### config.mk
export PLATFORM = sky130hd
export DESIGN_NAME = eeh_host
export DESIGN_NICKNAME = d
export VERILOG_FILES = /design/src/eeh_pkg.sv /design/src/eeh_host.sv
export SDC_FILE = /design/constraint.sdc
export NUM_CORES = 1
export LEC_CHECK = 0
export BUFFER_PORTS_ARGS = -buffer_cell sky130_fd_sc_hd__buf_2
export CORE_AREA = 2 2 101 103
export DETAILED_ROUTE_END_ITERATION = 10
export DIE_AREA = 0 0 103 105
export PLACE_DENSITY = 0.79
export SLEW_MARGIN = 40
export SYNTH_ARGS = -nofsm -noshare
export SYNTH_HDL_FRONTEND = slang
export SYNTH_SLANG_ARGS = --single-unit
export TNS_END_PERCENT = 100
### constraint.sdc
create_clock -name ref_clk -period 3.7 [get_ports ref_clk]
set_input_delay 0.74 -clock ref_clk [delete_from_list [all_inputs] [get_ports ref_clk]]
set_output_delay 0.74 -clock ref_clk [all_outputs]
set_load 0.02 [all_outputs]
### src/eeh_pkg.sv
// shared constants and types for the serial eeprom host controller
package eeh_pkg;
	// ====================================================================
	// timing
	localparam int CLK_HZ = 50_000_000;
	localparam int SCL_HZ = 400_000;
	// quarter of a bus clock; rounded up so the bus never runs too fast
	localparam int QTR_CYC = (CLK_HZ + 4 * SCL_HZ - 1) / (4 * SCL_HZ);
	localparam int PROG_TIME_US = 3000;
	localparam int PROG_CYC = PROG_TIME_US * (CLK_HZ / 1_000_000);
	// ====================================================================
	// address byte and array layout
	localparam logic [3:0] DEV_CODE = 4'ha;
	localparam logic DIR_READ = 1'b1;
	localparam logic DIR_WRITE = 1'b0;
	localparam logic [3:0] ACK_BIT = 4'h8;
	localparam logic [3:0] RECOV_BITS = 4'h9;
	localparam int PAGE_BYTES = 16;
	// ====================================================================
	// types
	typedef enum logic [1:0] {
		OP_WRITE,
		OP_READ_CUR,
		OP_READ_RAND,
		OP_RECOVER
	} eeh_op_e;
	typedef enum logic [3:0] {
		ST_IDLE,
		ST_RECOV,
		ST_START,
		ST_ADDR,
		ST_WORD,
		ST_DATA,
		ST_RSTART,
		ST_RADDR,
		ST_READ,
		ST_STOP
	} eeh_state_e;
	typedef struct packed {
		eeh_op_e op;
		logic [2:0] chip_select_straps;
		logic [7:0] word_addr;
		logic [7:0] count_m1;
	} eeh_cmd_s;
	typedef struct packed {
		logic nack;
		logic timeout;
	} eeh_status_s;
endpackage

### src/eeh_host.sv
// host controller driving a two-wire serial eeprom through its pins
// Summary of operation
// - data line changes only while clock is low, except start and stop.
// - start is data falling while clock high; issued before every command; the recovery command gives its nine clocks first.
// - stop is data rising while clock high; ends the transaction.
// - recovery gives nine clocks with data high, then a start.
// - address byte is 1010, three strap bits, then direction bit.
// - byte write is address, word address, data, then stop starting programming.
// - page write continues data bytes up to 16, ended by stop; the host sends count_m1 plus one bytes, up to 256, with no limit at 16.
// - host polls with start and address until the device acknowledges; the code gives up after POLL_CYC cycles and flags timeout.
// - current read returns one byte, host withholds acknowledge, then stops; the code reads count_m1 plus one bytes.
// - random read is dummy write of word address, repeated start, read.
// - host acknowledges to continue a sequential read; no acknowledge ends it.
`timescale 1ns/1ps
module eeh_host #(
	parameter int POLL_CYC = eeh_pkg::PROG_CYC,
	parameter int QTR_CYC = eeh_pkg::QTR_CYC
) (
	input wire logic ref_clk, // system clock
	input wire logic reset_n, // asynchronous reset
	input wire logic cmd_valid, // command offered
	output logic cmd_ready, // command taken when both high
	input eeh_pkg::eeh_cmd_s cmd, // command fields
	input wire logic wr_valid, // write byte offered
	output logic wr_ready, // write byte taken when both high
	input wire logic [7:0] wr_data, // write byte
	output logic rd_valid, // read byte pulse
	output logic [7:0] rd_data, // read byte
	output logic done, // command finished pulse
	output eeh_pkg::eeh_status_s status, // result of last command
	input wire logic wp_enable, // request write protection
	output logic wp_pin, // write-protect pin
	output logic scl_o, // bus clock pin
	input wire logic sda_i, // data pin level
	output logic sda_o, // data pin drive value
	output logic sda_oe // data pin pulled low when high
);
	localparam int DIV_W = $clog2(QTR_CYC + 1);
	localparam int PT_W = $clog2(POLL_CYC + 1);

	function automatic logic [7:0] addr_byte(input logic [2:0] straps, input logic dir);
		addr_byte = {eeh_pkg::DEV_CODE, straps, dir};
	endfunction

	// ====================================================================
	// data pin synchroniser
	logic sda_s1_ff, sda_s2_ff, sda_s3_ff, sda_seen_ff;
	always_ff @(posedge ref_clk or negedge reset_n) begin
		if (!reset_n) begin
			sda_s1_ff <= 1'b1;
			sda_s2_ff <= 1'b1;
			sda_s3_ff <= 1'b1;
			sda_seen_ff <= 1'b1;
		end else begin
			sda_s1_ff <= sda_i;
			sda_s2_ff <= sda_s1_ff;
			sda_s3_ff <= sda_s2_ff;
			if (sda_s2_ff == sda_s3_ff) begin
				sda_seen_ff <= sda_s3_ff;
			end
		end
	end

	// ====================================================================
	// sequencer state
	eeh_pkg::eeh_state_e st_ff;
	eeh_pkg::eeh_cmd_s cmd_ff;
	logic [DIV_W-1:0] div_ff;
	logic [1:0] q_ff;
	logic [3:0] bit_ff;
	logic [7:0] tx_ff, rx_ff, cnt_ff;
	logic have_ff, poll_ff, need_poll_ff, acked_ff, err_ff;
	logic [PT_W-1:0] poll_cnt_ff;
	logic scl_ff, sda_ff, rd_valid_ff, done_ff, wp_ff;
	logic [7:0] rd_data_ff;
	eeh_pkg::eeh_status_s status_ff;

	wire tick = (div_ff == DIV_W'(QTR_CYC - 1));
	wire busy = (st_ff != eeh_pkg::ST_IDLE);
	wire stall = (st_ff == eeh_pkg::ST_DATA) && !have_ff;
	wire advance = tick && busy && !stall;
	wire end_q = advance && (q_ff == 2'd3);
	wire byte_end = end_q && (bit_ff == eeh_pkg::ACK_BIT);
	wire is_edge = (st_ff == eeh_pkg::ST_START) || (st_ff == eeh_pkg::ST_RSTART)
		|| (st_ff == eeh_pkg::ST_STOP);
	wire is_rx = (st_ff == eeh_pkg::ST_READ);
	wire ack_seen = !sda_seen_ff;
	wire last_rd = (cnt_ff == 8'h00);
	wire poll_out = (poll_cnt_ff >= PT_W'(POLL_CYC - 1));
	wire accept = cmd_valid && cmd_ready;
	wire wr_take = wr_valid && wr_ready;

	// ====================================================================
	// pin levels per quarter
	logic nxt_scl, nxt_sda, bit_val;
	always_comb begin
		if (is_rx) begin
			// ack all but the last read byte
			bit_val = (bit_ff == eeh_pkg::ACK_BIT) ? last_rd : 1'b1;
		end else if (st_ff == eeh_pkg::ST_RECOV || bit_ff == eeh_pkg::ACK_BIT) begin
			bit_val = 1'b1;
		end else begin
			bit_val = tx_ff[7];
		end
		if (!busy) begin
			nxt_scl = 1'b1;
			nxt_sda = 1'b1;
		end else if (is_edge) begin
			// clock low for q0..q1, high for q2..q3; the data edge lands in q3
			nxt_scl = q_ff[1];
			if (q_ff == 2'd0) begin
				nxt_sda = sda_ff;
			end else if (st_ff == eeh_pkg::ST_STOP) begin
				nxt_sda = (q_ff == 2'd3);
			end else begin
				nxt_sda = (q_ff != 2'd3);
			end
		end else begin
			// data moves one quarter after the clock falls
			nxt_scl = q_ff[1];
			nxt_sda = (q_ff == 2'd0) ? sda_ff : bit_val;
		end
	end

	// ====================================================================
	// bus clock divider and pins
	always_ff @(posedge ref_clk or negedge reset_n) begin
		if (!reset_n) begin
			div_ff <= '0;
			scl_ff <= 1'b1;
			sda_ff <= 1'b1;
			wp_ff <= 1'b0;
		end else begin
			div_ff <= tick ? '0 : div_ff + 1'b1;
			scl_ff <= nxt_scl;
			sda_ff <= nxt_sda;
			wp_ff <= wp_enable;
		end
	end

	// ====================================================================
	// command sequencer
	always_ff @(posedge ref_clk or negedge reset_n) begin
		if (!reset_n) begin
			st_ff <= eeh_pkg::ST_IDLE;
			cmd_ff <= '0;
			q_ff <= 2'd0;
			bit_ff <= 4'h0;
			tx_ff <= 8'h00;
			rx_ff <= 8'h00;
			cnt_ff <= 8'h00;
			have_ff <= 1'b0;
			poll_ff <= 1'b0;
			need_poll_ff <= 1'b0;
			acked_ff <= 1'b0;
			err_ff <= 1'b0;
			poll_cnt_ff <= '0;
			rd_valid_ff <= 1'b0;
			rd_data_ff <= 8'h00;
			done_ff <= 1'b0;
			status_ff <= '0;
		end else begin
			rd_valid_ff <= 1'b0;
			done_ff <= 1'b0;
			poll_cnt_ff <= (poll_ff && !poll_out) ? poll_cnt_ff + 1'b1 : poll_cnt_ff;
			if (accept) begin
				cmd_ff <= cmd;
				cnt_ff <= cmd.count_m1;
				err_ff <= 1'b0;
				acked_ff <= 1'b0;
				poll_ff <= 1'b0;
				need_poll_ff <= 1'b0;
				q_ff <= 2'd0;
				bit_ff <= 4'h0;
				st_ff <= (cmd.op == eeh_pkg::OP_RECOVER) ? eeh_pkg::ST_RECOV
					: eeh_pkg::ST_START;
			end
			if (wr_take) begin
				tx_ff <= wr_data;
				have_ff <= 1'b1;
			end
			if (advance) begin
				q_ff <= q_ff + 2'd1;
			end
			if (end_q && !is_edge && bit_ff != eeh_pkg::ACK_BIT) begin
				bit_ff <= bit_ff + 4'h1;
				tx_ff <= {tx_ff[6:0], 1'b0};
				rx_ff <= {rx_ff[6:0], sda_seen_ff};
				if (is_rx && bit_ff == 4'h7) begin
					rd_data_ff <= {rx_ff[6:0], sda_seen_ff};
					rd_valid_ff <= 1'b1;
				end
			end
			if (end_q && is_edge) begin
				bit_ff <= 4'h0;
				case (st_ff)
					eeh_pkg::ST_START: begin
						if (cmd_ff.op == eeh_pkg::OP_RECOVER) begin
							st_ff <= eeh_pkg::ST_STOP;
						end else begin
							st_ff <= eeh_pkg::ST_ADDR;
							tx_ff <= addr_byte(cmd_ff.chip_select_straps,
								(cmd_ff.op == eeh_pkg::OP_READ_CUR) && !poll_ff);
						end
					end
					eeh_pkg::ST_RSTART: begin
						st_ff <= eeh_pkg::ST_RADDR;
						tx_ff <= addr_byte(cmd_ff.chip_select_straps, eeh_pkg::DIR_READ);
					end
					default: begin
						// end of stop: start polling after a write, retry, or finish
						if (need_poll_ff) begin
							need_poll_ff <= 1'b0;
							poll_ff <= 1'b1;
							poll_cnt_ff <= '0;
							st_ff <= eeh_pkg::ST_START;
						end else if (poll_ff && !acked_ff && !poll_out) begin
							st_ff <= eeh_pkg::ST_START;
						end else begin
							st_ff <= eeh_pkg::ST_IDLE;
							poll_ff <= 1'b0;
							done_ff <= 1'b1;
							status_ff <= '{nack: err_ff, timeout: poll_ff && !acked_ff};
						end
					end
				endcase
			end
			if (byte_end) begin
				bit_ff <= 4'h0;
				case (st_ff)
					eeh_pkg::ST_RECOV: begin
						st_ff <= eeh_pkg::ST_START;
					end
					eeh_pkg::ST_ADDR: begin
						if (poll_ff) begin
							acked_ff <= ack_seen;
							st_ff <= eeh_pkg::ST_STOP;
						end else if (!ack_seen) begin
							err_ff <= 1'b1;
							st_ff <= eeh_pkg::ST_STOP;
						end else if (cmd_ff.op == eeh_pkg::OP_READ_CUR) begin
							st_ff <= eeh_pkg::ST_READ;
						end else begin
							st_ff <= eeh_pkg::ST_WORD;
							tx_ff <= cmd_ff.word_addr;
						end
					end
					eeh_pkg::ST_WORD: begin
						if (!ack_seen) begin
							err_ff <= 1'b1;
							st_ff <= eeh_pkg::ST_STOP;
						end else if (cmd_ff.op == eeh_pkg::OP_WRITE) begin
							st_ff <= eeh_pkg::ST_DATA;
							have_ff <= 1'b0;
						end else begin
							st_ff <= eeh_pkg::ST_RSTART;
						end
					end
					eeh_pkg::ST_DATA: begin
						have_ff <= 1'b0;
						cnt_ff <= cnt_ff - 8'h01;
						if (!ack_seen) begin
							err_ff <= 1'b1;
							st_ff <= eeh_pkg::ST_STOP;
						end else if (last_rd) begin
							need_poll_ff <= 1'b1;
							st_ff <= eeh_pkg::ST_STOP;
						end
					end
					eeh_pkg::ST_RADDR: begin
						err_ff <= !ack_seen;
						st_ff <= ack_seen ? eeh_pkg::ST_READ : eeh_pkg::ST_STOP;
					end
					default: begin
						cnt_ff <= cnt_ff - 8'h01;
						if (last_rd) begin
							st_ff <= eeh_pkg::ST_STOP;
						end
					end
				endcase
			end
		end
	end

	assign cmd_ready = !busy;
	assign wr_ready = stall;
	assign rd_valid = rd_valid_ff;
	assign rd_data = rd_data_ff;
	assign done = done_ff;
	assign status = status_ff;
	assign wp_pin = wp_ff;
	assign scl_o = scl_ff;
	assign sda_o = 1'b0;
	assign sda_oe = !sda_ff;

	// ====================================================================
	// checks
	logic [3:0] rec_rises_ff;
	always_ff @(posedge ref_clk or negedge reset_n) begin
		if (!reset_n) begin
			rec_rises_ff <= 4'h0;
		end else if (st_ff != eeh_pkg::ST_RECOV) begin
			rec_rises_ff <= 4'h0;
		end else if (!scl_ff && nxt_scl) begin
			rec_rises_ff <= rec_rises_ff + 4'h1;
		end
	end

	AST_SDA_STABLE: assert property (@(posedge ref_clk) disable iff (!reset_n)
		(scl_ff && $past(scl_ff) && $changed(sda_ff)) |-> $past(is_edge))
		else $error("data changed while clock high outside start or stop");
	AST_START_EDGE: assert property (@(posedge ref_clk) disable iff (!reset_n)
		(scl_ff && $past(scl_ff) && $fell(sda_ff)) |->
		($past(st_ff) == eeh_pkg::ST_START || $past(st_ff) == eeh_pkg::ST_RSTART))
		else $error("data fell with clock high outside a start");
	AST_STOP_EDGE: assert property (@(posedge ref_clk) disable iff (!reset_n)
		(scl_ff && $past(scl_ff) && $rose(sda_ff)) |-> ($past(st_ff) == eeh_pkg::ST_STOP))
		else $error("data rose with clock high outside a stop");
	AST_CHANGE_AFTER_FALL: assert property (@(posedge ref_clk) disable iff (!reset_n)
		$fell(scl_ff) |-> $stable(sda_ff) ##1 !scl_ff)
		else $error("data moved on the clock falling edge");
	AST_READ_ACK: assert property (@(posedge ref_clk) disable iff (!reset_n)
		(is_rx && bit_ff == eeh_pkg::ACK_BIT && q_ff == 2'd2 && !last_rd) |-> ##1 !sda_ff)
		else $error("no acknowledge driven after a read byte");
	AST_LAST_NOACK: assert property (@(posedge ref_clk) disable iff (!reset_n)
		(is_rx && bit_ff == eeh_pkg::ACK_BIT && q_ff == 2'd2 && last_rd) |-> ##1 sda_ff)
		else $error("last read byte was acknowledged");
	AST_ADDR_PREFIX: assert property (@(posedge ref_clk) disable iff (!reset_n)
		(st_ff == eeh_pkg::ST_ADDR && $past(st_ff) != eeh_pkg::ST_ADDR) |->
		(tx_ff[7:4] == eeh_pkg::DEV_CODE && tx_ff[3:1] == cmd_ff.chip_select_straps))
		else $error("address byte prefix wrong");
	AST_RECOV_NINE: assert property (@(posedge ref_clk) disable iff (!reset_n)
		($past(st_ff) == eeh_pkg::ST_RECOV && st_ff == eeh_pkg::ST_START) |->
		(rec_rises_ff == eeh_pkg::RECOV_BITS))
		else $error("recovery did not give nine clocks");
	AST_RANDOM_READ: assert property (@(posedge ref_clk) disable iff (!reset_n)
		(st_ff == eeh_pkg::ST_RADDR && $past(st_ff) != eeh_pkg::ST_RADDR) |->
		($past(st_ff) == eeh_pkg::ST_RSTART && tx_ff[0] == eeh_pkg::DIR_READ))
		else $error("random read address byte not after repeated start");
endmodule

Word level (Yosys, flattened, before mapping)
Index checks and enable logic that the tools add are counted.
Word-level totals
  register bits after elaboration: 94
  latch bits: 0
  memory bits (writable): 0
  memory bits (read-only): 0
  input port bits: 35
  output and inout bits: 18
  word-level logic and storage cells: 178
  memories kept: 0
Cells by class
  $add $sub $neg: 5
  $mul: 0
  divide/modulo/power cells: 0
  magnitude comparators: 1
  equal/unequal tests: 20
  shift operators: 0
  muxes and demuxes: 83
  bitwise logic cells: 3
  reduce and logical (&&, ||, !) cells: 38
Operator list (number)
  two-way mux 8 bit: 12
  two-way mux 18 bit: 4
  two-way mux 4 bit: 14
  two-way mux 1 bit: 41
  equality test 4 x 3 -> 1 bit (second input constant): 5
  case mux 4 bit (5 select lines): 1
  adder 18 x 1 -> 18 bit (second input constant): 1
  >= comparator 18 bit (second input constant): 1
  case mux 8 bit (2 select lines): 1
  logical AND 1 bit: 15
  equality test 4 bit (second input constant): 3
  two-way mux 2 bit: 6
  zero test 1 bit: 9
  equality test 4 x 2 -> 1 bit (second input constant): 2
  zero test 8 bit: 1
  case mux 4 bit (2 select lines): 1
  nonzero test 4 bit: 2
  subtractor 8 x 1 -> 8 bit (second input constant): 1
  adder 6 x 1 -> 6 bit (second input constant): 1
  equality test 2 bit (second input constant): 3
  equality test 6 x 5 -> 1 bit (second input constant): 1
  two-way mux 6 bit: 1
  adder 4 x 1 -> 4 bit (second input constant): 1
  equality test 4 x 1 -> 1 bit (second input constant): 1
  other kinds (15): 22

Logic depth before layout (Yosys ltp)
Gate-level depths: netlist (run 1).
  depth after elaboration: 16
  gate-level depth with buffers: 9
  depth with buffers taken out: 7

Worst setup path before layout (run 1)
No wires, ideal clock.
  path type: reg-to-reg
  from: register st_ff[0]
  to: register cmd_ff[19] in the netlist's numbering
  setup time: 125 ps
  arrival time: 2532 ps
  required time: 3575 ps
  slack: 1043 ps
  cell stages (with the launch flop): 7
  path buffers: 3
  clock period less this slack: 2657 ps
  cell sequence: dfrtp_1 > clkbuf_1 > nor4_1 > and2_0 > clkbuf_1 > buf_2 > mux2_2
On the way
  longest elaborated chain between the ends: 3
Ends and longest elaborated chain
  start: declaration: RTL line eeh_host.sv:66  | eeh_pkg::eeh_state_e st_ff;
  start signal: assignment: RTL line eeh_host.sv:145  | st_ff <= eeh_pkg::ST_IDLE;
  start signal: assignment: RTL line eeh_host.sv:175  | st_ff <= (cmd.op == eeh_pkg::OP_RECOVER) ? eeh_pkg::ST_RECOV
  start signal: assignment: RTL line eeh_host.sv:199  | st_ff <= eeh_pkg::ST_STOP;
  nonzero test 4 bit: RTL line eeh_host.sv:79  | wire busy = (st_ff != eeh_pkg::ST_IDLE);
  zero test 1 bit: RTL line eeh_host.sv:285  | assign cmd_ready = !busy;
  named net cmd_ready: RTL line eeh_host.sv:22  | output logic cmd_ready,
  logical AND 1 bit: RTL line eeh_host.sv:90  | wire accept = cmd_valid && cmd_ready;
  end signal: assignment: RTL line eeh_host.sv:167  | cmd_ff <= cmd;
  end: declaration: RTL line eeh_host.sv:67  | eeh_pkg::eeh_cmd_s cmd_ff;
The timed path passes the listed nets, and every way through them passes these cells.
A chain may end at the register's enable or synchronous reset.

Worst setup path after layout (run 1)
  from: register div_ff[0]
  to: register rd_data_ff[6] (netlist: rd_data[6])
On the way
  longest elaborated chain between the ends: 7
Ends and longest elaborated chain
  start: declaration: RTL line eeh_host.sv:68  | logic [DIV_W-1:0] div_ff;
  start signal: assignment: RTL line eeh_host.sv:134  | div_ff <= tick ? '0 : div_ff + 1'b1;
  equality test 6 x 5 -> 1 bit: RTL line eeh_host.sv:78  | wire tick = (div_ff == DIV_W'(QTR_CYC - 1));
  logical AND 1 bit (2 in a row): RTL line eeh_host.sv:81  | wire advance = tick && busy && !stall;
  logical AND 1 bit: RTL line eeh_host.sv:82  | wire end_q = advance && (q_ff == 2'd3);
  logical AND 1 bit (2 in a row): RTL line eeh_host.sv:185  | if (end_q && !is_edge && bit_ff != eeh_pkg::ACK_BIT) begin
  AND reduction 2 bit (no line)
  end signal: assignment: RTL line eeh_host.sv:190  | rd_data_ff <= {rx_ff[6:0], sda_seen_ff};
  end: declaration: RTL line eeh_host.sv:75  | logic [7:0] rd_data_ff;
Every way passes these cells.

==> metrics.md, run 1 <==
| Metric | Value |
|---|---|
| PwrDens | `331.3 nW/µm²` |
| Yosys top cell by area | `dfrtp_1` |
| Initial antenna violation count | `0` |
| GRT Total Usage | `21.72%` |
| Grt peak-use layer | `met2` |
| Worst-path clk slew | `0.09 ns` |
| Crit path buf inv count | `0` |
| Die Height | `105 µm` |
| Setup_tns | `0 ns` |
| Routability cong. | `0.9415` |
| Diode count | `0` |
| Reg-to-reg setup timing slack | `0.90 ns` |
| TritonCTS clock tree | `built` |
| Final Max Tran Viols | `0` |
| Setup WS pre-CTS | `0.9095 ns` |
| Largest net degree at the start of global routing | `49` |
| Yosys reg bits | `94` |
| Final WS setup | `0.8980 ns` |
| Share of the synthesized area in the top cell type | `44.91%` |
| Share of cells above drive strength 1 | `22.24%` |
| Hold crit path type | `reg -> reg` |
| Layout area overhead | `13.22%` |
| CTS Buf Count | `9` |
| Die area | `10,820 µm²` |
| Critical path class | `reg -> reg` |
| Starting DRT DRC Count | `290` |
| Vias per cell | `5.824` |
| Status | `complete, no violations` |
| Crit-path max FO | `9` |
| Row cnt | `36` |
| Initial cell density of the core | `50.87%` |
| Most common cell after layout, fill and taps aside | `dfrtp_1` |
| Crit path time final | `2.802 ns` |
| Top FF cell, synth | `dfrtp_1` |
| Startpoint types | `register` |
| Ranking of synthesized cells by area | `dfrtp_1 (45%), mux2_2 (7.1%), nand2_1 (4.9%)` |
| CP required | `3.95 ns` |
| Most frequent cells in the layout | `dfrtp_1 (88), nand2_1 (63), buf_2 (50)` |
| Syn Inst Count | `498` |
| H-tree depth | `3` |
| Slew headroom | `44.13%` |
| Max-cap violations | `0` |
| Final Hold Viols | `0` |
| CP max stage delay | `0.62 ns` |
| Worst Hold Launch | `sda_s1_ff` |
| Total gr overflow | `0` |
| First-pass GRT wire length | `18,810 µm` |
| Total clock sinks | `94` |
| Layout Nets | `591` |
| CP max stage cell | `or4_1` |
| CP cell instances | `ha_1 -> and3b_1 -> nand2_1 -> or4_1 -> nor4_4 -> mux2_2` |
| Drt wl/cell | `15.99 µm` |
| IO buf count | `51` |
| Pre-antenna DRT Iters | `5` |
| Clock Skew | `0.005319 ns` |
| Max Clk Rate | `356.9 MHz` |
| Die Wd | `103 µm` |
| Tcrit/Tclk final | `75.73%` |
| Root buffer cell | `clkbuf_8` |
| Hold Path Stages | `0` |
| Worst skew pair latency | `0.36 ns` |
| Register area share after synthesis | `48.12%` |
| Reg2reg end | `rd_data[6]` |
| RR Startpoint | `div_ff[0]` |
| Vias in the first global route | `3,929` |
| Resized cells post-CTS | `0` |
| Unique masters post-synth | `62` |
| Final HPWL DP | `7924 µm` |
| Pleak | `2.610 nW` |
| Area of the mapped netlist | `4903 µm²` |
| Hold Crit Endpoint | `sda_s2_ff` |
| Crit path arrival time | `3.05 ns` |
| Via count | `3,995` |
| Worst VDD drop | `217.7 µV` |
| GR Util met3 | `3.746%` |
| Core ar. | `9639 µm²` |
| Post-route cell area | `5552 µm²` |
| CTS max path bufs | `2` |
| Post-Place Cell Area | `5328 µm²` |
| Ys async rst share | `100.0%` |
| Number of top-level pins | `53` |
| Post-CTS setup buffers | `0` |
| Family with the most delay on the worst path | `simple AND/OR/NAND/NOR gates` |
| GR met1 Demand/Resource | `30.07%` |
| Post-synthesis average cell area | `9.846 µm²` |
| Setup-failing EPs final | `0` |
| DRT antenna net count | `0` |
| FF-to-FF path depth | `6` |
| RSZ-0062 raised after global routing | `false` |
| EDFF count, synth | `0` |
| CTS Hold Bufs | `0` |
| Grt met2 use | `34.51%` |
| Yosys warning total | `0` |
| DRC | `0` |
| Syn nets | `541` |
| Final wirelength | `10,970 µm` |
| Worst Tran Pin Value | `0.8303 ns` |
| Setup crit end kind | `register` |
how the worst max path moves through the flow:
| stage | from | end | cells past startpoint | slack, ns |
|---|---|---|---|---|
| CTS | div_ff[0] | rd_data[6] | 6 | 0.88 |
| global placement | div_ff[0] | rd_data[1] | 6 | 1.02 |
| detailed placement | div_ff[0] | rd_data[6] | 6 | 0.91 |
| global route | div_ff[0] | rd_data[5] | 6 | 0.71 |
| finish | div_ff[0] | rd_data[6] | 6 | 0.90 |
| floorplan | st_ff[0] | cmd_ff[19] | 6 | 1.04 |
synthesized netlist by cell type (all sizes together), types with 11 or more instances:
library cell / number
dfrtp: 88
nand2: 64
mux2: 31
o21ai: 30
nor2: 24
nand3: 20
a21oi: 18
clkbuf: 18
inv: 18
and3: 13
mux2i: 13
nor3: 11
or3: 11
power breakdown:
part	internal (mW)	switching, mW	leakage (nW)	total [mW]
clock	0.383	0.368	0.106	0.751
combinational	0.0180	0.0310	1.33	0.0490
sequential	1.03	0.00584	1.17	1.04
total	1.43	0.405	2.61	1.84
per-stage QoR:
step           total power, mW  cells  hold slack, ns  utilization (%)
2_1_floorplan            1.064    498          0.3452                -
3_3_place_gp             1.107    670          0.3457            55.27
3_5_place_dp             1.110    670          0.3470            55.27
4_1_cts                  1.857    686          0.3600            57.57
5_1_grt                  1.911    686          0.3641            57.59
6_report                 1.839    686          0.3596            57.59
layout make-up:
| class | count | area [µm²] |
|---|---|---|
| clock buffers | 9 | 123.9 |
| clock inverters | 7 | 97.59 |
| fillers | 887 | 4088 |
| inverters | 18 | 67.56 |
| multi-input cells | 363 | 2384 |
| flip-flops and latches | 94 | 2360 |
| well taps | 133 | 166.4 |
| repair buffers | 62 | 352.8 |
cell families (layout without fill, tap and decap cells):
| family | after synthesis | count (layout) | synth area share [%] |
|---|---|---|---|
| AOI/OAI and AO/OA | 103 | 103 | 13.93 |
| xor gates and xnor gates | 7 | 7 | 1.250 |
| adders and majority gates | 9 | 9 | 2.246 |
| buffers and inverters | 41 | 96 | 3.317 |
| DFF | 94 | 94 | 48.12 |
| muxes | 44 | 44 | 9.773 |
| other | 1 | 1 | 0.07648 |
| and+or+nand+nor | 199 | 199 | 21.28 |
metal layers:
metal	vias up	share of wire [%]
li1	1908	-
met1	1941	44
met2	127	48
met3	19	5.7
met4	0	1.9
met5	-	0
flip-flops by register name, indices dropped and copies added, names as in the netlist, 2 cells and up:
signal	flops
bit_ff	4
poll_cnt_ff	18
q_ff	2
rx_ff	7
div_ff	6
status	2
cmd_ff	13
cnt_ff	8
rd_data	8
tx_ff	8
st_ff	4
Note: power is estimated with default switching activity, not from simulation.
==> inputs of run 2 (changes only) <==
Settings changed: ABC_AREA set to 1, CORE_AREA 2 2 101 103 to 2 2 106 108, DIE_AREA 0 0 103 105 to 0 0 108 110, PLACE_DENSITY 0.79 to 0.82.
Clock period 3.7 ns to 2.46 ns, I/O delays scaled along.
==> run 2 against run 1 <==
  * Combinational power increased to 2.6 times the previous value
  * Cell area increased by 8.4%
  * Global-route usage down 0.65 points
  * Worst hold slack worse by 0.33 ns
  * Critical endpoint is now wr_ready
==> metrics.md, run 2 <==
| Metric | Value |
|---|---|
| Drt wl/cell | `12.31 µm (-23%)` |
| First-pass GRT wire length | `19,950 µm (+6.1%)` |
| Pleak | `3.062 nW (+17%)` |
| CTS max path bufs | `2 (unchanged)` |
| CTS Buf Count | `9 (unchanged)` |
| Area of the mapped netlist | `5440 µm² (+11%)` |
| Yosys warning total | `0 (unchanged)` |
| Register area | `2360 µm² (unchanged)` |
| Setup WS pre-CTS | `0.4331 ns (-0.4765 ns)` |
| Max reg flops | `18 (unchanged)` |
| Unique masters post-synth | `49 (-21%)` |
| DRC | `0 (unchanged)` |
| Crit path buf inv count | `2 (+2)` |
| Fill cell count | `1,006 (+13%)` |
| Family with the most delay on the worst path | `flip-flops` |
| Cell count after placement | `914 (+36%)` |
| Critical path class | `reg -> out` |
| Core ar. | `10,700 µm² (+11%)` |
| Reg2reg end | `cnt_ff[4]` |
| Critical path depth | `5 (-1)` |
| Crit path time final | `2.105 ns` |
| Initial cell density of the core | `50.85% (about the same)` |
| RR Startpoint | `div_ff[0]` |
| Crit-path max FO | `7 (-2)` |
| Max Clk Rate | `475.0 MHz` |
| DRT antenna net count | `0 (unchanged)` |
| Yosys top cell by area | `dfrtp_1` |
| RSZ-0062 raised after global routing | `false` |
| Total clock sinks | `94 (unchanged)` |
| Startpoint types | `register` |
| Crit path arrival time | `1.61 ns (-1.44 ns)` |
| Top FF cell, synth | `dfrtp_1` |
| CP required | `1.97 ns (-1.98 ns)` |
| Share of cells above drive strength 1 | `15.70% (-6.5 points)` |
| EDFF count, synth | `0 (unchanged)` |
| Largest net degree at the start of global routing | `46 (-6.1%)` |
| Die area | `11,880 µm² (+9.8%)` |
| Post-route cell area | `6016 µm² (+8.4%)` |
| Worst-path clk slew | `0.10 ns (about the same)` |
| Routability cong. | `0.9768 (+3.7%)` |
| PwrDens | `446.5 nW/µm² (+35%)` |
| Share of the synthesized area in the top cell type | `40.48% (-4.4 points)` |
| Starting DRT DRC Count | `339 (+17%)` |
| Setup crit end kind | `output port` |
| FF-to-FF path depth | `10 (+4)` |
| Most frequent cells in the layout | `nand2_1 (250), nor2_1 (92), dfrtp_1 (88)` |
| Post-synthesis average cell area | `7.442 µm² (-24%)` |
| Top cells by count, synth | `nand2_1 (250), nor2_1 (92), dfrtp_1 (88), inv_1 (77), nand3_1 (44)` |
| Clock Skew | `0.009376 ns (+0.004057 ns)` |
| Post-CTS setup buffers | `0 (unchanged)` |
| Yosys reg bits | `94 (unchanged)` |
| Reg-to-reg setup timing slack | `0.42 ns (-0.48 ns)` |
| Layout Nets | `828 (+40%)` |
| Final HPWL DP | `8813 µm (+11%)` |
| Worst VDD drop | `358.4 µV (+65%)` |
| Row cnt | `38 (+5.6%)` |
| Total gr overflow | `0 (unchanged)` |
| Resized cells post-CTS | `0 (unchanged)` |
| Hold crit path type | `in -> async` |
| Ranking of synthesized cells by area | `dfrtp_1 (40%), nand2_1 (17%), nor2_1 (6.3%)` |
| Tcrit/Tclk final | `85.57%` |
| Top reg by flops | `poll_cnt_ff` |
| Via count | `4,693 (+17%)` |
| Layout area overhead | `10.58%` |
| Ys async rst share | `100.0% (unchanged)` |
| CP cell instances | `inv_2 -> nor2_4 -> nand2_1 -> nor2_2 -> buf_2` |
| Hold WS | `0.02498 ns (-0.3346 ns)` |
| Number of top-level pins | `53 (unchanged)` |
| Biggest regs | `poll_cnt_ff x18, cmd_ff x13` |
| Worst skew pair latency | `0.37 ns (about the same)` |
| Die Wd | `108 µm (+4.9%)` |
| CTS Hold Bufs | `0 (unchanged)` |
| Vias in the first global route | `4,322 (+10%)` |
| Final Hold Viols | `0 (unchanged)` |
| Power, Total | `2.686 mW (+46%)` |
| CP max stage cell | `dfrtp_1` |
| Syn Inst Count | `731 (+47%)` |
| Final core occ | `56.23% (-1.4 points)` |
| Initial antenna violation count | `0 (unchanged)` |
| Final wirelength | `11,450 µm (+4.4%)` |
| Most frequent cell after synthesis | `nand2_1` |
| Die Height | `110 µm (+4.8%)` |
| Post-Place Cell Area | `5834 µm² (+9.5%)` |
| Root buffer cell | `clkbuf_8` |
| Setup-failing EPs final | `0 (unchanged)` |
| Final WS setup | `0.3549 ns (-0.5431 ns)` |
| Syn nets | `774 (+43%)` |
| Vias per cell | `5.046 (-13%)` |
| Final Max Tran Viols | `0 (unchanged)` |
| Register area share after synthesis | `43.38% (-4.7 points)` |
| TritonCTS clock tree | `built` |
| Pre-antenna DRT Iters | `5 (unchanged)` |
| Layout Cells excl Fill | `930 (+36%)` |
| Status | `complete, no violations` |
| GRT Total Usage | `21.07% (-0.65 points)` |
| H-tree depth | `3 (unchanged)` |
| Setup_tns | `0 ns (unchanged)` |
| Most common cell after layout, fill and taps aside | `nand2_1` |
| IO buf count | `51 (unchanged)` |
| Max-cap violations | `0 (unchanged)` |
| CP max stage delay | `0.50 ns (-0.12 ns)` |
| Multi-input logic area | `2644 µm² (+11%)` |
| Diode count | `0 (unchanged)` |
## run 2: changes by cell type after synthesis, moves of 16 or more
cell / change
clkbuf_1: -16
mux2_2: -31
nand3_1: +24
nor2_1: +68
nand2_1: +186
inv_1: +59
## run 2: cells by family after synthesis
logic type	share of synthesized area [%]
and+or+nand+nor	35.19
buffers and inverters	8.027
DFF	43.38
AOI/OAI and AO/OA	8.901
xor gates and xnor gates	2.415
adders and majority gates	2.024
other	0.06893
## run 2: where the power goes
part           switching (mW)  total [mW]  leakage, nW  internal, mW
combinational          0.0781       0.125         1.80        0.0468
clock                   0.586       0.974       0.0898         0.388
sequential             0.0160        1.59         1.18          1.57
total                   0.680        2.69         3.06          2.01
## run 2: layout make-up
class | instances | share of cell area [%]
multi-input cells | 536 | 43.95
flip-flops and latches | 94 | 39.23
inverters | 87 | 5.657
repair buffers | 57 | 5.241
well taps | 140 | 2.912
clock buffers | 10 | 2.121
clock inverters | 6 | 0.8943
## run 2: metal layers
layer,vias to the layer above,wire [µm],track usage [%]
met1,2134,5243,27.61
met3,17,572,3.998
met2,133,5497,36.12
met5,-,0,0
li1,2409,-,-
met4,0,138,5.586
## run 2: how the worst max path moves through the flow
stage,slack (ns),end,start
global placement,0.48,rd_data[7],st_ff[1]
floorplan,0.71,rd_data[5],div_ff[0]
CTS,0.34,wr_ready,st_ff[2]
global route,0.23,wr_ready,st_ff[2]
detailed placement,0.43,cnt_ff[4],div_ff[0]
finish,0.35,wr_ready,st_ff[2]
==> inputs of run 3 (changes only) <==
Settings changed: SKIP_LAST_GASP set to 1.
Clock period 2.46 ns to 1.9 ns, I/O delays scaled along.
==> run 3 against run 2 <==
  * The run now ends with setup timing left
  * Core utilization increased by 4.9 points
  * Combinational power increased by 50%
  * Clock skew increased by 0.0036 ns
  * Cell count increased by 4.6%
  * First-iteration DRC count increased by 43%
  * Critical endpoint is now tx_ff[2]
==> metrics.md, run 3 (synthesis results as in run 2) <==
| Metric | Value |
|---|---|
| Crit-path max FO | `8 (+1)` |
| Tcrit/Tclk final | `101.0%` |
| CP max stage delay | `0.42 ns (-0.08 ns)` |
| Setup-failing EPs final | `3 (+3)` |
| Final Max Tran Viols | `0 (unchanged)` |
| Row cnt | `38 (unchanged)` |
| Top reg by flops | `poll_cnt_ff` |
| Most frequent cells in the layout | `nand2_1 (245), dfrtp_1 (86), nor2_1 (84)` |
| IO buf count | `51 (unchanged)` |
| Setup crit end kind | `register` |
| CP required | `2.17 ns (+0.20 ns)` |
| CTS Buf Count | `9 (unchanged)` |
| Initial cell density of the core | `50.85% (unchanged)` |
| RSZ-0062 raised after global routing | `true` |
| First-pass GRT wire length | `20,570 µm (+3.1%)` |
| CP max stage cell | `dfrtp_1` |
| Family with the most delay on the worst path | `simple AND/OR/NAND/NOR gates` |
| Via count | `4,957 (+5.6%)` |
| Crit path time final | `1.919 ns` |
| Share of cells above drive strength 1 | `22.81% (+7.1 points)` |
| Die Wd | `108 µm (unchanged)` |
| Largest net degree at the start of global routing | `59 (+28%)` |
| Cell count after placement | `937 (+2.5%)` |
| GRT Total Usage | `21.85% (+0.78 points)` |
| H-tree depth | `3 (unchanged)` |
| Crit path buf inv count | `1 (-1)` |
| Routability cong. | `1.017 (+4.1%)` |
| Post-route cell area | `6541 µm² (+8.7%)` |
| Violated checks | `setup timing` |
| CP cell instances | `ha_4 -> nand3_4 -> nor2_4 -> nand3_4 -> nor2_8 -> buf_4 -> nand2_4 -> nand2_1 -> nand3_2 -> nand3_2 -> nand2_1` |
| Post-Place Cell Area | `6032 µm² (+3.4%)` |
| Hold Crit Endpoint | `sda_s1_ff` |
| Vias per cell | `5.095 (+0.96%)` |
| Biggest regs | `poll_cnt_ff x18, cmd_ff x13` |
| Reg-to-reg setup timing slack | `-0.02 ns (-0.44 ns)` |
| Die area | `11,880 µm² (unchanged)` |
| CTS max path bufs | `2 (unchanged)` |
| Diode count | `0 (unchanged)` |
| Startpoint types | `register` |
| Status | `finished, violations left` |
| RR Startpoint | `div_ff[0]` |
| Clock Skew | `0.01298 ns (+0.003599 ns)` |
| FF-to-FF path depth | `11 (+1)` |
| Layout Cells excl Fill | `973 (+4.6%)` |
| Total gr overflow | `0 (unchanged)` |
| Final wirelength | `12,640 µm (+10%)` |
| Layout area overhead | `20.24%` |
| Pre-antenna DRT Iters | `5 (unchanged)` |
| Max Clk Rate | `521.0 MHz` |
| DRT antenna net count | `0 (unchanged)` |
| Critical path class | `reg -> reg` |
| Starting DRT DRC Count | `485 (+43%)` |
| Final Hold Viols | `0 (unchanged)` |
| Worst VDD drop | `498.5 µV (+39%)` |
| Worst-path clk slew | `0.10 ns (about the same)` |
| Crit path arrival time | `2.19 ns (+0.58 ns)` |
| Max reg flops | `18 (unchanged)` |
| Max-cap violations | `0 (unchanged)` |
| Final HPWL DP | `9211 µm (+4.5%)` |
| Layout Nets | `871 (+5.2%)` |
| Vias in the first global route | `4,573 (+5.8%)` |
| Worst Hold Launch | `sda_i` |
| DRC | `0 (unchanged)` |
| Total clock sinks | `94 (unchanged)` |
| Most common cell after layout, fill and taps aside | `nand2_1` |
| Root buffer cell | `clkbuf_8` |
| Die Height | `110 µm (unchanged)` |
| Hold Path Stages | `1` |
| Number of top-level pins | `53 (unchanged)` |
| Hold crit path type | `in -> reg` |
| PwrDens | `531.6 nW/µm² (+19%)` |
| Fill cell count | `938 (-6.8%)` |
| Worst skew pair latency | `0.37 ns (about the same)` |
| Pleak | `3.355 nW (+9.6%)` |
| TritonCTS clock tree | `built` |
| Core ar. | `10,700 µm² (unchanged)` |
| Initial antenna violation count | `0 (unchanged)` |
| Drt wl/cell | `12.99 µm (+5.5%)` |
| Reg2reg end | `tx_ff[2]` |
| Final WS setup | `-0.01926 ns (-0.3742 ns)` |
## run 3: worst max-delay path by stage
stage / slack [ns] / startpoint / to / depth (start not counted)
6_report: -0.02 / div_ff[0] / tx_ff[2] / 11
5_1_grt: -0.1 / div_ff[0] / tx_ff[2] / 11
4_1_cts: -0.01 / st_ff[3] / wr_ready / 5
3_5_place_dp: -0.003 / div_ff[0] / rd_data[7] / 11
3_3_place_gp: 0.07 / div_ff[0] / tx_ff[7] / 9
2_1_floorplan: 0.15 / div_ff[0] / rd_data[5] / 11
## run 3: report_power, final
group,leakage (nW),switching [mW],internal [mW]
clock,0.0923,0.739,0.500
sequential,1.18,0.0177,2.03
combinational,2.09,0.114,0.0735
total,3.36,0.870,2.61
## run 3: layout make-up
| cell class | count | area, µm² | area share [%] |
|---|---|---|---|
| timing repair inverter | 1 | 7.507 | 0.1148 |
| timing repair buffer | 98 | 671.9 | 10.27 |
| tap | 140 | 175.2 | 2.678 |
| clock inverter | 6 | 52.55 | 0.8034 |
| multi-input combinational | 537 | 2798 | 42.77 |
| clock buffer | 10 | 127.6 | 1.951 |
| sequential | 94 | 2362 | 36.11 |
| inverter | 87 | 346.6 | 5.298 |
## run 3: timing repair
item,CTS,global route
setup endpoints to repair,15,50
pin swaps,2,14
resized for setup,3,46
hold buffers,1,0
gates cloned,0,2
setup buffers,5,13
endpoints found under the hold margin,34,0
## run 3: per-layer routing
metal	GRT usage, %	share of wire, %
met5	0	0
met4	7.875	1.9
met3	3.469	5.3
met2	36.88	49
met1	28.66	43
## run 3: through the flow
stage | utilization, % | power (mW) | worst slack (ns) | hold WS, ns | TNS (ns)
detailed placement | 56.39 | 2.270 | -0.003439 | 0.3482 | -0.003439
CTS | 58.58 | 3.512 | -0.01082 | 0.08384 | -0.01327
global placement | 56.39 | 2.268 | 0.06510 | 0.3480 | 0
floorplan | - | 2.159 | 0.1512 | 0.08441 | 0
global route | 61.15 | 3.623 | -0.09834 | 0.07753 | -1.392
finish | 61.15 | 3.478 | -0.01926 | 0.09708 | -0.04007
